<file path="src/logic/soec_pkg.sv">
package soec_pkg;
   localparam int unsigned CFG_BITS = 11;
   localparam int unsigned PAIR_COUNT = 10;
   localparam int unsigned CHOICE_BIT = 10;
   localparam logic [10:0] CFG_RESET = 11'h000;
   localparam logic [9:0] ALL_PAIRS_ON = 10'h3FF;
   // host register map (byte addresses)
   localparam logic [3:0] ADDR_CONFIG = 4'h0;
   localparam logic [3:0] ADDR_CMD = 4'h4;
   localparam logic [3:0] ADDR_STATUS = 4'h8;
   localparam int unsigned CMD_PROGRAM_BIT = 0;
   localparam int unsigned CMD_STANDARD_BIT = 1;
   localparam int unsigned CMD_CHOICE_BIT = 2;
   localparam int unsigned STAT_BUSY_BIT = 0;
   localparam int unsigned STAT_DONE_BIT = 1;
   localparam int unsigned STAT_PROG_BIT = 2;
   // strobe timing
   localparam int unsigned REF_CLK_PERIOD_NS = 10;
   localparam int unsigned STROBE_MAX_RATE_MHZ = 100;
   localparam int unsigned STROBE_MIN_WIDTH_NS = 3;
   localparam int unsigned STROBE_MIN_PERIOD_NS = 1000 / STROBE_MAX_RATE_MHZ;
   localparam int unsigned HALF_BY_RATE = (STROBE_MIN_PERIOD_NS + 2 * REF_CLK_PERIOD_NS - 1)
      / (2 * REF_CLK_PERIOD_NS);
   localparam int unsigned HALF_BY_WIDTH = (STROBE_MIN_WIDTH_NS + REF_CLK_PERIOD_NS - 1)
      / REF_CLK_PERIOD_NS;
   localparam int unsigned HALF_CYC_MIN = (HALF_BY_RATE > HALF_BY_WIDTH) ?
      ((HALF_BY_RATE > 1) ? HALF_BY_RATE : 1) : ((HALF_BY_WIDTH > 1) ? HALF_BY_WIDTH : 1);
   localparam int unsigned LOAD_PULSE = CFG_BITS + 1;
endpackage : soec_pkg

</file>
<file path="src/logic/soec_if.sv">
`timescale 1ns/10ps
interface soec_if;
   logic cfg_shift_strobe;
   logic cfg_serial_in;
   logic program_select;
   modport dev (
      input cfg_shift_strobe,
      input cfg_serial_in,
      input program_select
   );
   modport host (
      output cfg_shift_strobe,
      output cfg_serial_in,
      output program_select
   );
endinterface : soec_if

</file>
<file path="src/logic/soec_host.sv">
`timescale 1ns/10ps
module soec_host #(
   parameter int unsigned HALF_CYC = soec_pkg::HALF_CYC_MIN
) (
   // clock and reset
   input wire logic ref_clk,
   input wire logic rst,
   input wire logic clk_en,
   // register port
   input wire logic [3:0] addr,
   input wire logic [31:0] wdata,
   input wire logic wr,
   input wire logic rd,
   output logic [31:0] rdata,
   // link
   soec_if.host link
);
   typedef enum logic [1:0] {
      SOEC_IDLE = 2'b00,
      SOEC_LOW = 2'b01,
      SOEC_HIGH = 2'b10
   } soec_host_state_t;

   // timer is eight bits wide, and too short a half period breaks the strobe limits
   if (HALF_CYC < soec_pkg::HALF_CYC_MIN || HALF_CYC > 255) begin : g_half_cyc_check
      $error("soec_host: HALF_CYC out of range");
   end

   soec_host_state_t state_q;
   logic [10:0] config_q;
   logic [3:0] pulse_q;
   logic [7:0] timer_q;
   logic done_q;
   logic strobe_q;
   logic sel_q;
   logic sin_q;
   logic [31:0] rdata_q;
   logic start;

   assign start = wr && addr == soec_pkg::ADDR_CMD && wdata[soec_pkg::CMD_PROGRAM_BIT]
      && state_q == SOEC_IDLE && clk_en;

   //////////////////////////////////////////////////////////////////////////////////
   always_ff @(posedge ref_clk or posedge rst) begin
      if (rst) begin
         config_q <= soec_pkg::CFG_RESET;
      end else if (clk_en && wr && addr == soec_pkg::ADDR_CONFIG) begin
         config_q <= wdata[10:0];
      end
   end

   // pulse 0 resets, pulses 1..11 shift, pulse 12 loads
   always_ff @(posedge ref_clk or posedge rst) begin
      if (rst) begin
         state_q <= SOEC_IDLE;
         pulse_q <= 4'h0;
         timer_q <= 8'h00;
         strobe_q <= 1'b0;
         sel_q <= 1'b0;
         sin_q <= 1'b0;
      end else if (clk_en) begin
         case (state_q)
            SOEC_IDLE: begin
               if (start) begin
                  state_q <= SOEC_LOW;
                  pulse_q <= 4'h0;
                  timer_q <= 8'h00;
                  sel_q <= 1'b0;
               end else if (wr && addr == soec_pkg::ADDR_CMD
                            && wdata[soec_pkg::CMD_STANDARD_BIT]) begin
                  sel_q <= 1'b0;
                  sin_q <= wdata[soec_pkg::CMD_CHOICE_BIT];
               end
            end
            SOEC_LOW: begin
               if (timer_q + 8'h1 >= 8'(HALF_CYC)) begin
                  state_q <= SOEC_HIGH;
                  timer_q <= 8'h00;
                  strobe_q <= 1'b1;
               end else begin
                  timer_q <= timer_q + 8'h1;
               end
            end
            SOEC_HIGH: begin
               if (timer_q + 8'h1 >= 8'(HALF_CYC)) begin
                  strobe_q <= 1'b0;
                  timer_q <= 8'h00;
                  if (pulse_q == 4'(soec_pkg::LOAD_PULSE)) begin
                     state_q <= SOEC_IDLE;
                  end else begin
                     state_q <= SOEC_LOW;
                     pulse_q <= pulse_q + 4'h1;
                     sel_q <= 1'b1;
                     if (pulse_q < 4'(soec_pkg::CFG_BITS)) begin
                        sin_q <= config_q[pulse_q];
                     end
                  end
               end else begin
                  timer_q <= timer_q + 8'h1;
               end
            end
            default: begin
               state_q <= SOEC_IDLE;
            end
         endcase
      end
   end

   always_ff @(posedge ref_clk or posedge rst) begin
      if (rst) begin
         done_q <= 1'b0;
      end else if (clk_en) begin
         if (state_q == SOEC_HIGH && pulse_q == 4'(soec_pkg::LOAD_PULSE)
             && timer_q + 8'h1 >= 8'(HALF_CYC)) begin
            done_q <= 1'b1;
         end else if (start) begin
            done_q <= 1'b0;
         end
      end
   end

   //////////////////////////////////////////////////////////////////////////////////
   always_ff @(posedge ref_clk or posedge rst) begin
      if (rst) begin
         rdata_q <= 32'h0000_0000;
      end else if (clk_en) begin
         rdata_q <= 32'h0000_0000;
         if (rd) begin
            if (addr == soec_pkg::ADDR_CONFIG) begin
               rdata_q <= {21'h000000, config_q};
            end else if (addr == soec_pkg::ADDR_STATUS) begin
               rdata_q[soec_pkg::STAT_BUSY_BIT] <= (state_q != SOEC_IDLE);
               rdata_q[soec_pkg::STAT_DONE_BIT] <= done_q;
               rdata_q[soec_pkg::STAT_PROG_BIT] <= sel_q;
            end
         end
      end
   end

   assign rdata = rdata_q;
   assign link.cfg_shift_strobe = strobe_q;
   assign link.program_select = sel_q;
   assign link.cfg_serial_in = sin_q;
endmodule : soec_host

</file>
<file path="src/flat_wrapper.sv">
// flat-port wrapper written by rule: the top's interface ports become plain ports
module soec_host_flat 
#(
   parameter int unsigned HALF_CYC = soec_pkg::HALF_CYC_MIN
)
  (ref_clk, rst, clk_en, addr, wdata, wr, rd, rdata, link_cfg_shift_strobe, link_cfg_serial_in, link_program_select);
  soec_if link_i ();
  input wire logic ref_clk;
  input wire logic rst;
  input wire logic clk_en;
  input wire logic [3:0] addr;
  input wire logic [31:0] wdata;
  input wire logic wr;
  input wire logic rd;
  output logic [31:0] rdata;
  output wire logic [$bits(link_i.cfg_shift_strobe)-1:0] link_cfg_shift_strobe;
  output wire logic [$bits(link_i.cfg_serial_in)-1:0] link_cfg_serial_in;
  output wire logic [$bits(link_i.program_select)-1:0] link_program_select;
  assign link_cfg_shift_strobe = link_i.cfg_shift_strobe;
  assign link_cfg_serial_in = link_i.cfg_serial_in;
  assign link_program_select = link_i.program_select;
  soec_host #(.HALF_CYC(HALF_CYC)) u_core (.ref_clk(ref_clk), .rst(rst), .clk_en(clk_en), .addr(addr), .wdata(wdata), .wr(wr), .rd(rd), .rdata(rdata), .link(link_i));
endmodule
</file>
<file path="config.mk">
export PLATFORM = sky130hd
export DESIGN_NAME = soec_host_flat
export DESIGN_NICKNAME = d
export VERILOG_FILES = /design/src/logic/soec_pkg.sv /design/src/logic/soec_if.sv /design/src/logic/soec_host.sv /design/src/flat_wrapper.sv
export SDC_FILE = /design/constraint.sdc
export NUM_CORES = 1
export LEC_CHECK = 0
export BUFFER_PORTS_ARGS = -buffer_cell sky130_fd_sc_hd__buf_2
export CAP_MARGIN = 25
export CORE_ASPECT_RATIO = 0.6
export CORE_MARGIN = 5
export CORE_UTILIZATION = 40
export DETAILED_ROUTE_END_ITERATION = 10
export GPL_TIMING_DRIVEN = 0
export PLACE_DENSITY = 0.66
export SETUP_SLACK_MARGIN = 0.2
export SLEW_MARGIN = 20
export SYNTH_ARGS = -nofsm -noshare
export SYNTH_HDL_FRONTEND = slang
export SYNTH_SLANG_ARGS = --single-unit
</file>
<file path="constraint.sdc">
create_clock -name ref_clk -period 4.2 [get_ports ref_clk]
set_input_delay 0.63 -clock ref_clk [delete_from_list [all_inputs] [get_ports ref_clk]]
set_output_delay 0.63 -clock ref_clk [all_outputs]
set_load 0.01 [all_outputs]
</file>
; Word level (Yosys, flattened, before mapping)
; Cells that the tools add are included.
[word_totals]
elab_cells = 85
mem_bits_ro = 0
reg_bits = 61
latch_bits = 0
mem_count = 0
mem_bits_rw = 0
inputBits = 41
[op_classes]
n_reduce_logical = 24
multipliers = 0
shift = 0
addsub = 2
n_eq_ne = 13
muxes = 34
div_mod_pow = 0
n_bitwise = 0
order_cmp = 3
[ops]
columns = cell, n
row1 = $mux 32, 1
row2 = $mux 8, 3
row3 = $pmux 8 s2, 1
row4 = $mux 1, 15
row5 = $mux 4, 3
row6 = $reduce_and 5->1, 2
row7 = $reduce_bool 2->1, 5
row8 = $logic_and 1x1->1, 9
row9 = $add 8x1->8 const B, 1
row10 = $eq 4x4->1 const B, 2
row11 = $ge 8x1->1 const B, 1
row12 = $ne 2x1->1 const B, 4
row13 = $pmux 4 s2, 1
row14 = $reduce_and 4->1, 2
row15 = $reduce_and 7->1, 1
row16 = $mux 2, 3
row17 = $mux 3, 2
row18 = $ne 2x2->1 const B, 3
row19 = $pmux 1 s2, 3
row20 = $pmux 2 s3, 1
row21 = $lt 4x5->1 const B, 1
row22 = $add 4x1->4 const B, 1
row23 = $bmux 1 s4, 1
row24 = $eq 4x3->1 const B, 1
row25 = other kinds (9), 9

; Depth between registers and ports, before layout
; Gate-level depths: netlist (run 1).
[depth]
depth_word = 7
mapped_depth = 8
ltp_nobuf = 7

; Worst setup path before layout (run 1)
; OpenSTA, ideal clock, no wires.
[synth_path]
path_kind = register to register
startpoint = register u_core.timer_q[0]
endpoint = register u_core.state_q[0]
n_path_buf = 0
slack_ns = 2.016
arrival_ns = 2.056
stages_incl_launch_ff = 8
cell_sequence = dfrtp_1 -> ha_1 -> or2_1 -> o22ai_1 -> nand4_2 -> or3_4 -> o21ai_1 -> mux2_1
[synth_via]
elab_chain_cells = 4
elab_cells_between_ends = 5
[synth_lines]
columns = item, line_no
row1 = from (decl), soec_host.sv:32  ; logic [7:0] timer_q;
row2 = from (signal assigned), soec_host.sv:81  ; timer_q <= timer_q + 8'h1;
row3 = from (signal assigned), soec_host.sv:99  ; timer_q <= timer_q + 8'h1;
row4 = $add 8x1->8 (*), "soec_host.sv:76, soec_host.sv:85"
row5 = $ge 8x1->1 (*), "soec_host.sv:76, soec_host.sv:85"
row6 = $ne 2x1->1 (no line), n/a
row7 = $reduce_and 4->1 (no line) (*), n/a
row8 = to (signal assigned), soec_host.sv:77  ; state_q <= SOEC_HIGH;
row9 = to (signal assigned), soec_host.sv:89  ; state_q <= SOEC_IDLE;
row10 = to (signal assigned), soec_host.sv:91  ; state_q <= SOEC_LOW;
row11 = to (decl), soec_host.sv:29  ; soec_host_state_t state_q;
; Every way passes the cells marked *; elsewhere a longest branch is shown, timed or not.
; A chain may end at the register's enable or synchronous reset.

; Final worst setup path (run 1)
; Same ends and word-level chain as after synthesis.

==> out/results.ini, run 1 <==
[outcome]
run_status = finished clean

[sta]
rsz0062_at_grt = no
final_max_slew_viol_count = 0
fmax_ghz = 0.423
skew_ps = 2.77
worst_slew_pin_slew_ps = 634
hold_violations = 0
finalCritPeriodShare = 0.562
post-route-min-period_ps = 2360
setup_tns_ps = 0
maxSlewHeadroom = 0.576
final.setup.worst_slack_ps = 1840
final-setup-viol-count = 0

[route]
vias_per_cell = 4.65
wire_per_inst_um = 13.3
dr.pass1.iters = 4
route.detailed.drc = 0
vias = 1728
wirelength_um = 4930
drtAntennaViolNets = 0
drt_iter0_drc = 80

[synth]
ys_warn_count = 0
ys_seq_area_frac = 0.436
postSynthCellCount = 232
ys.flop_type = dfrtp_1
synth_cell_types = 47
ys_ff_latch = 40
syn_avg_cell_area_um2 = 9.90
ys_async_sr_fraction = 1.00
syn_area_um2 = 2300
synth_edf_count = 0

[clocking]
cts_max_level = 2
cts_buffers = 5
cts.path.max_buffers = 2
cts_tree = done
cts_setup_buffers = 0
clkTransAtPathRegs_ps = 80
clk_latency_ps = 290
cts_sinks = 40
postCtsHoldBufs = 0
clockRootBuffer = clkbuf_8
postCtsResizedCells = 0

[cells_and_area]
nNetsFinal = 341
antenna_cells = 0
area_delta_synth_final_pct = 20.1
drive_above_1_share = 0.291
multiInputGateArea_um2 = 1100
fillers = 538
register_area_um2 = 1000
layout_common_cells = 40 x dfrtp_1, 32 x buf_2, 22 x buf_4
final_common_cell = dfrtp_1

[die]
start_util = 0.412
core_region_area_um2 = 5570
io_pins = 76
num_rows = 21
fp.dieW_um = 108
die_h_um = 68.7
die_area_um2 = 7410

[min_path]
min_path_type = input port to async pin

[global_routing]
grt_pass1_wl_um = 7920
grtUsageTotal = 0.138
first_global_vias = 1595
overflow = 0
grt_max_degree = 29
antenna_found_initial = 0

[place]
io_buffers = 31
gp_congestion = 0.804
pre_cts_ws_ps = 1840
hpwlAfterDp_um = 3830

[pwr]
powerDensity_nw_per_um2 = 465
power.leakage_nw = 1.35
peakVddDrop_v = 0.000158

[critical_path]
required_ps = 4380
worstSetupEndpointType = register
r2r_slack_ps = 1840
cp-start-kind = register
crit_fanout = 6
crit_arrival_ps = 2550
critPathKind = register to register
reg2reg_to = u_core.state_q[0]$_DFFE_PP0P_
r2r_start = u_core.timer_q[0]$_DFFE_PP0P_
ff2ff_path_depth = 7

[flow_run]
maxCapViolCount = 0

==> final cells by class <==
class,instances,area share
buffer,29,0.0698
clock buffer,5,0.0249
clock inverter,3,0.0154
inverter,22,0.0299
multi-input combinational,161,0.397
sequential,40,0.363
tap,80,0.0363
timing repair buffer,32,0.0635
==> synthesized netlist by cell type, drive strengths merged (6+ instances only) <==
master,instances,share of area
clkbuf,6,0.0098
a21oi,11,0.026
nand3,7,0.015
buf,23,0.074
mux2,13,0.064
dfrtp,40,0.44
o21ai,14,0.031
inv,22,0.036
nand2,20,0.033
nor2,9,0.015
ha,9,0.049
nor2b,8,0.022
==> kinds of logic (layout without fill, tap and decap cells) <==
logic type,count (synthesis),after routing,share of synthesized area
simple gates,66,66,0.167
buf+inv,51,91,0.120
compound gates,43,43,0.115
flops,40,40,0.436
mux,19,19,0.101
fa+ha+maj,9,9,0.0490
xor+xnor,3,3,0.0114
other cells,1,21,0.00163
==> metrics by stage <==
| stage | utilization | area (um^2) | power [mW] | std cells | hold WS [ps] |
|---|---|---|---|---|---|
| global route | 0.495 | 2760 | 1.37 | 372 | 304 |
| floorplan | - | 2370 | 0.842 | 252 | 461 |
| global placement | 0.472 | 2630 | 0.950 | 363 | 481 |
| detailed placement | 0.475 | 2650 | 0.967 | 364 | 486 |
| finish | 0.495 | 2760 | 1.28 | 372 | 276 |
| CTS | 0.495 | 2760 | 1.29 | 372 | 284 |
==> routing by layer <==
metal | GRT usage | routed length, um | vias up
met5 | 0 | 0 | -
met1 | 0.217 | 2780 | 797
met3 | 0.0260 | 263 | 7
met4 | 0.0425 | 38 | 0
met2 | 0.186 | 1850 | 56
li1 | - | - | 868
==> critical path, stage by stage, from the launching register on <==
cell	delay [ps]
dfrtp_1	450
ha_1	260
or2_1	250
o22ai_1	190
nand4_2	170
or3_4	440
o21ai_1	160
mux2_1	330
==> registers in the layout, indices dropped and copies added, names as in the netlist <==
name                          cells
u_core.done_q                     1
u_core.link.cfg_serial_in         1
u_core.pulse_q                    4
u_core.link.program_select        1
u_core.link.cfg_shift_strobe      1
u_core.config_q                  11
u_core.rdata                     11
u_core.state_q                    2
u_core.timer_q                    8
==> how the worst max path moves through the flow <==
| stage | from | endpoint |
|---|---|---|
| global route | u_core.timer_q[0]$_DFFE_PP0P_ | u_core.state_q[0]$_DFFE_PP0P_ |
| finish | u_core.timer_q[0]$_DFFE_PP0P_ | u_core.state_q[0]$_DFFE_PP0P_ |
| global placement | clk_en | u_core.rdata[9]$_DFFE_PP0P_ |
| detailed placement | clk_en | u_core.rdata[8]$_DFFE_PP0P_ |
| floorplan | u_core.timer_q[0]$_DFFE_PP0P_ | u_core.state_q[0]$_DFFE_PP0P_ |
| CTS | u_core.timer_q[0]$_DFFE_PP0P_ | u_core.state_q[0]$_DFFE_PP0P_ |
==> report_power, final <==
part / switching (mW) / leakage, nW / internal [mW]
clock network: 0.142 / 0.0541 / 0.176
logic: 0.244 / 0.771 / 0.195
registers: 0.0695 / 0.527 / 0.456
total: 0.456 / 1.35 / 0.827
No activity file was read; power rests on OpenSTA's default activity.
==> inputs of run 2 (changes only) <==
- clock period: 4.2 -> 2.3 ns (I/O delays scaled with it)
==> out/results.ini, run 2 (synthesis gave the netlist of run 1 again) <==
[critical_path]
crit_fanout = 3
worstSetupEndpointType = register
path_cells = ha_4, or2_4, o22ai_4, nand4_2, or3_4, o21ai_2, mux2_4
startpoint = u_core.timer_q[0]$_DFFE_PP0P_
crit_arrival_ps = 2280
required_ps = 2490
critPathKind = register to register
cp-start-kind = register
critPathSlowestCell = dfrtp_2
r2r_start = u_core.timer_q[0]$_DFFE_PP0P_
path_delay_family = simple AND/OR/NAND/NOR gates
path_depth = 7
ff2ff_path_depth = 7
cp_num_buf_inv = 0
critPathMaxStageDelay_ps = 440

[die]
die_h_um = 68.7
core_region_area_um2 = 5570
fp.dieW_um = 108
die_area_um2 = 7410
num_rows = 21
io_pins = 76
start_util = 0.412

[route]
wirelength_um = 5120
drtAntennaViolNets = 0
drt_iter0_drc = 86
dr.pass1.iters = 4
vias = 1817
route.detailed.drc = 0
vias_per_cell = 4.77
wire_per_inst_um = 13.4

[global_routing]
grt_max_degree = 30
grtUsageTotal = 0.147
first_global_vias = 1742
antenna_found_initial = 0
overflow = 0
grt_pass1_wl_um = 8450

[clocking]
cts_buffers = 5
cts.path.max_buffers = 2
cts_sinks = 40
cts_max_level = 2
cts_tree = done
clockRootBuffer = clkbuf_8
clk_latency_ps = 300
clkTransAtPathRegs_ps = 80

[pwr]
peakVddDrop_v = 0.000331
power.leakage_nw = 1.40
powerDensity_nw_per_um2 = 792
power_mw = 2.28

[cells_and_area]
final_cells = 381
area_delta_synth_final_pct = 25.5
nNetsFinal = 351
drive_above_1_share = 0.355
final_common_cell = dfrtp_1
fillers = 548
layout_common_cells = 37 x dfrtp_1, 32 x buf_2, 30 x buf_4
antenna_cells = 0

[place]
gp_congestion = 0.766
hpwlAfterDp_um = 3890
dp_cells = 364
io_buffers = 31

[flow_run]
maxCapViolCount = 0

[sta]
whs_ps = 276
skew_ps = 5.25
hold_violations = 0
worst_slew_pin_slew_ps = 629
finalCritPeriodShare = 0.909
post-route-min-period_ps = 2090
rsz0062_at_grt = yes
fmax_ghz = 0.478
maxSlewHeadroom = 0.579
final_max_slew_viol_count = 0
setup_tns_ps = 0
final-setup-viol-count = 0

[outcome]
run_status = finished clean

[min_path]
hp-start = wdata[8]
holdPathStages = 2
min_path_type = input port to register

-- run 2: cell count changes in the layout (fill, tap and decap cells not counted), moves of 2 or more --
cell     before  now
a21oi_1      10    8
dfrtp_1      40   37
buf_4        22   30
dfrtp_2       0    3
-- run 2: final cells by class --
class,instances,area [um^2],share of cell area
Inverter,22,82.6,0.0286
Multi-Input combinational cell,161,1160,0.404
Sequential cell,40,1000,0.349
Clock buffer,5,68.8,0.0239
Clock inverter,2,12.5,0.00434
Tap cell,80,100,0.0347
Timing Repair Buffer,42,256,0.0890
Buffer,29,194,0.0673
-- run 2: per-layer routing --
metal	vias to the layer above	GRT usage	wire length, um
li1	892	-	-
met1	850	0.217	2680
met2	68	0.216	2010
met3	7	0.0279	359
met4	0	0.0520	65
met5	-	0	0
-- run 2: worst paths after layout --
kind / slack (ps) / endpoint
min in group asynchronous: 530 / u_core.pulse_q[3]$_DFFE_PP0P_
worst max-delay path: 210 / u_core.state_q[0]$_DFFE_PP0P_
worst max register to register: 210 / u_core.state_q[0]$_DFFE_PP0P_
max in group asynchronous: 1320 / u_core.pulse_q[0]$_DFFE_PP0P_
worst min register to register: 500 / u_core.done_q$_DFFE_PP0P_
worst min-delay path: 280 / u_core.config_q[8]$_DFFE_PP0P_
-- run 2: stage by stage --
stage               area [um^2]  utilization  worst slack (ps)
CTS                        2810        0.504               196
finish                     2880        0.518               209
global route               2880        0.518               139
floorplan                  2380            -               171
detailed placement         2650        0.476              3.23
global placement           2630        0.473              28.3
-- run 2: what timing repair did --
item | in CTS | in global routing
hold buffers | 1 | 0
hold endpoints to repair | 11 | 0
resized for setup | 6 | 10
cloned | 0 | 0
pin swaps | 3 | 7
endpoints found under the setup margin | 4 | 10
setup buffers | 6 | 3
-- run 2: power breakdown --
part	total (mW)	internal (mW)	switching [mW]
combinational	0.865	0.404	0.461
clock	0.457	0.205	0.251
sequential	0.960	0.835	0.126
total	2.28	1.44	0.838
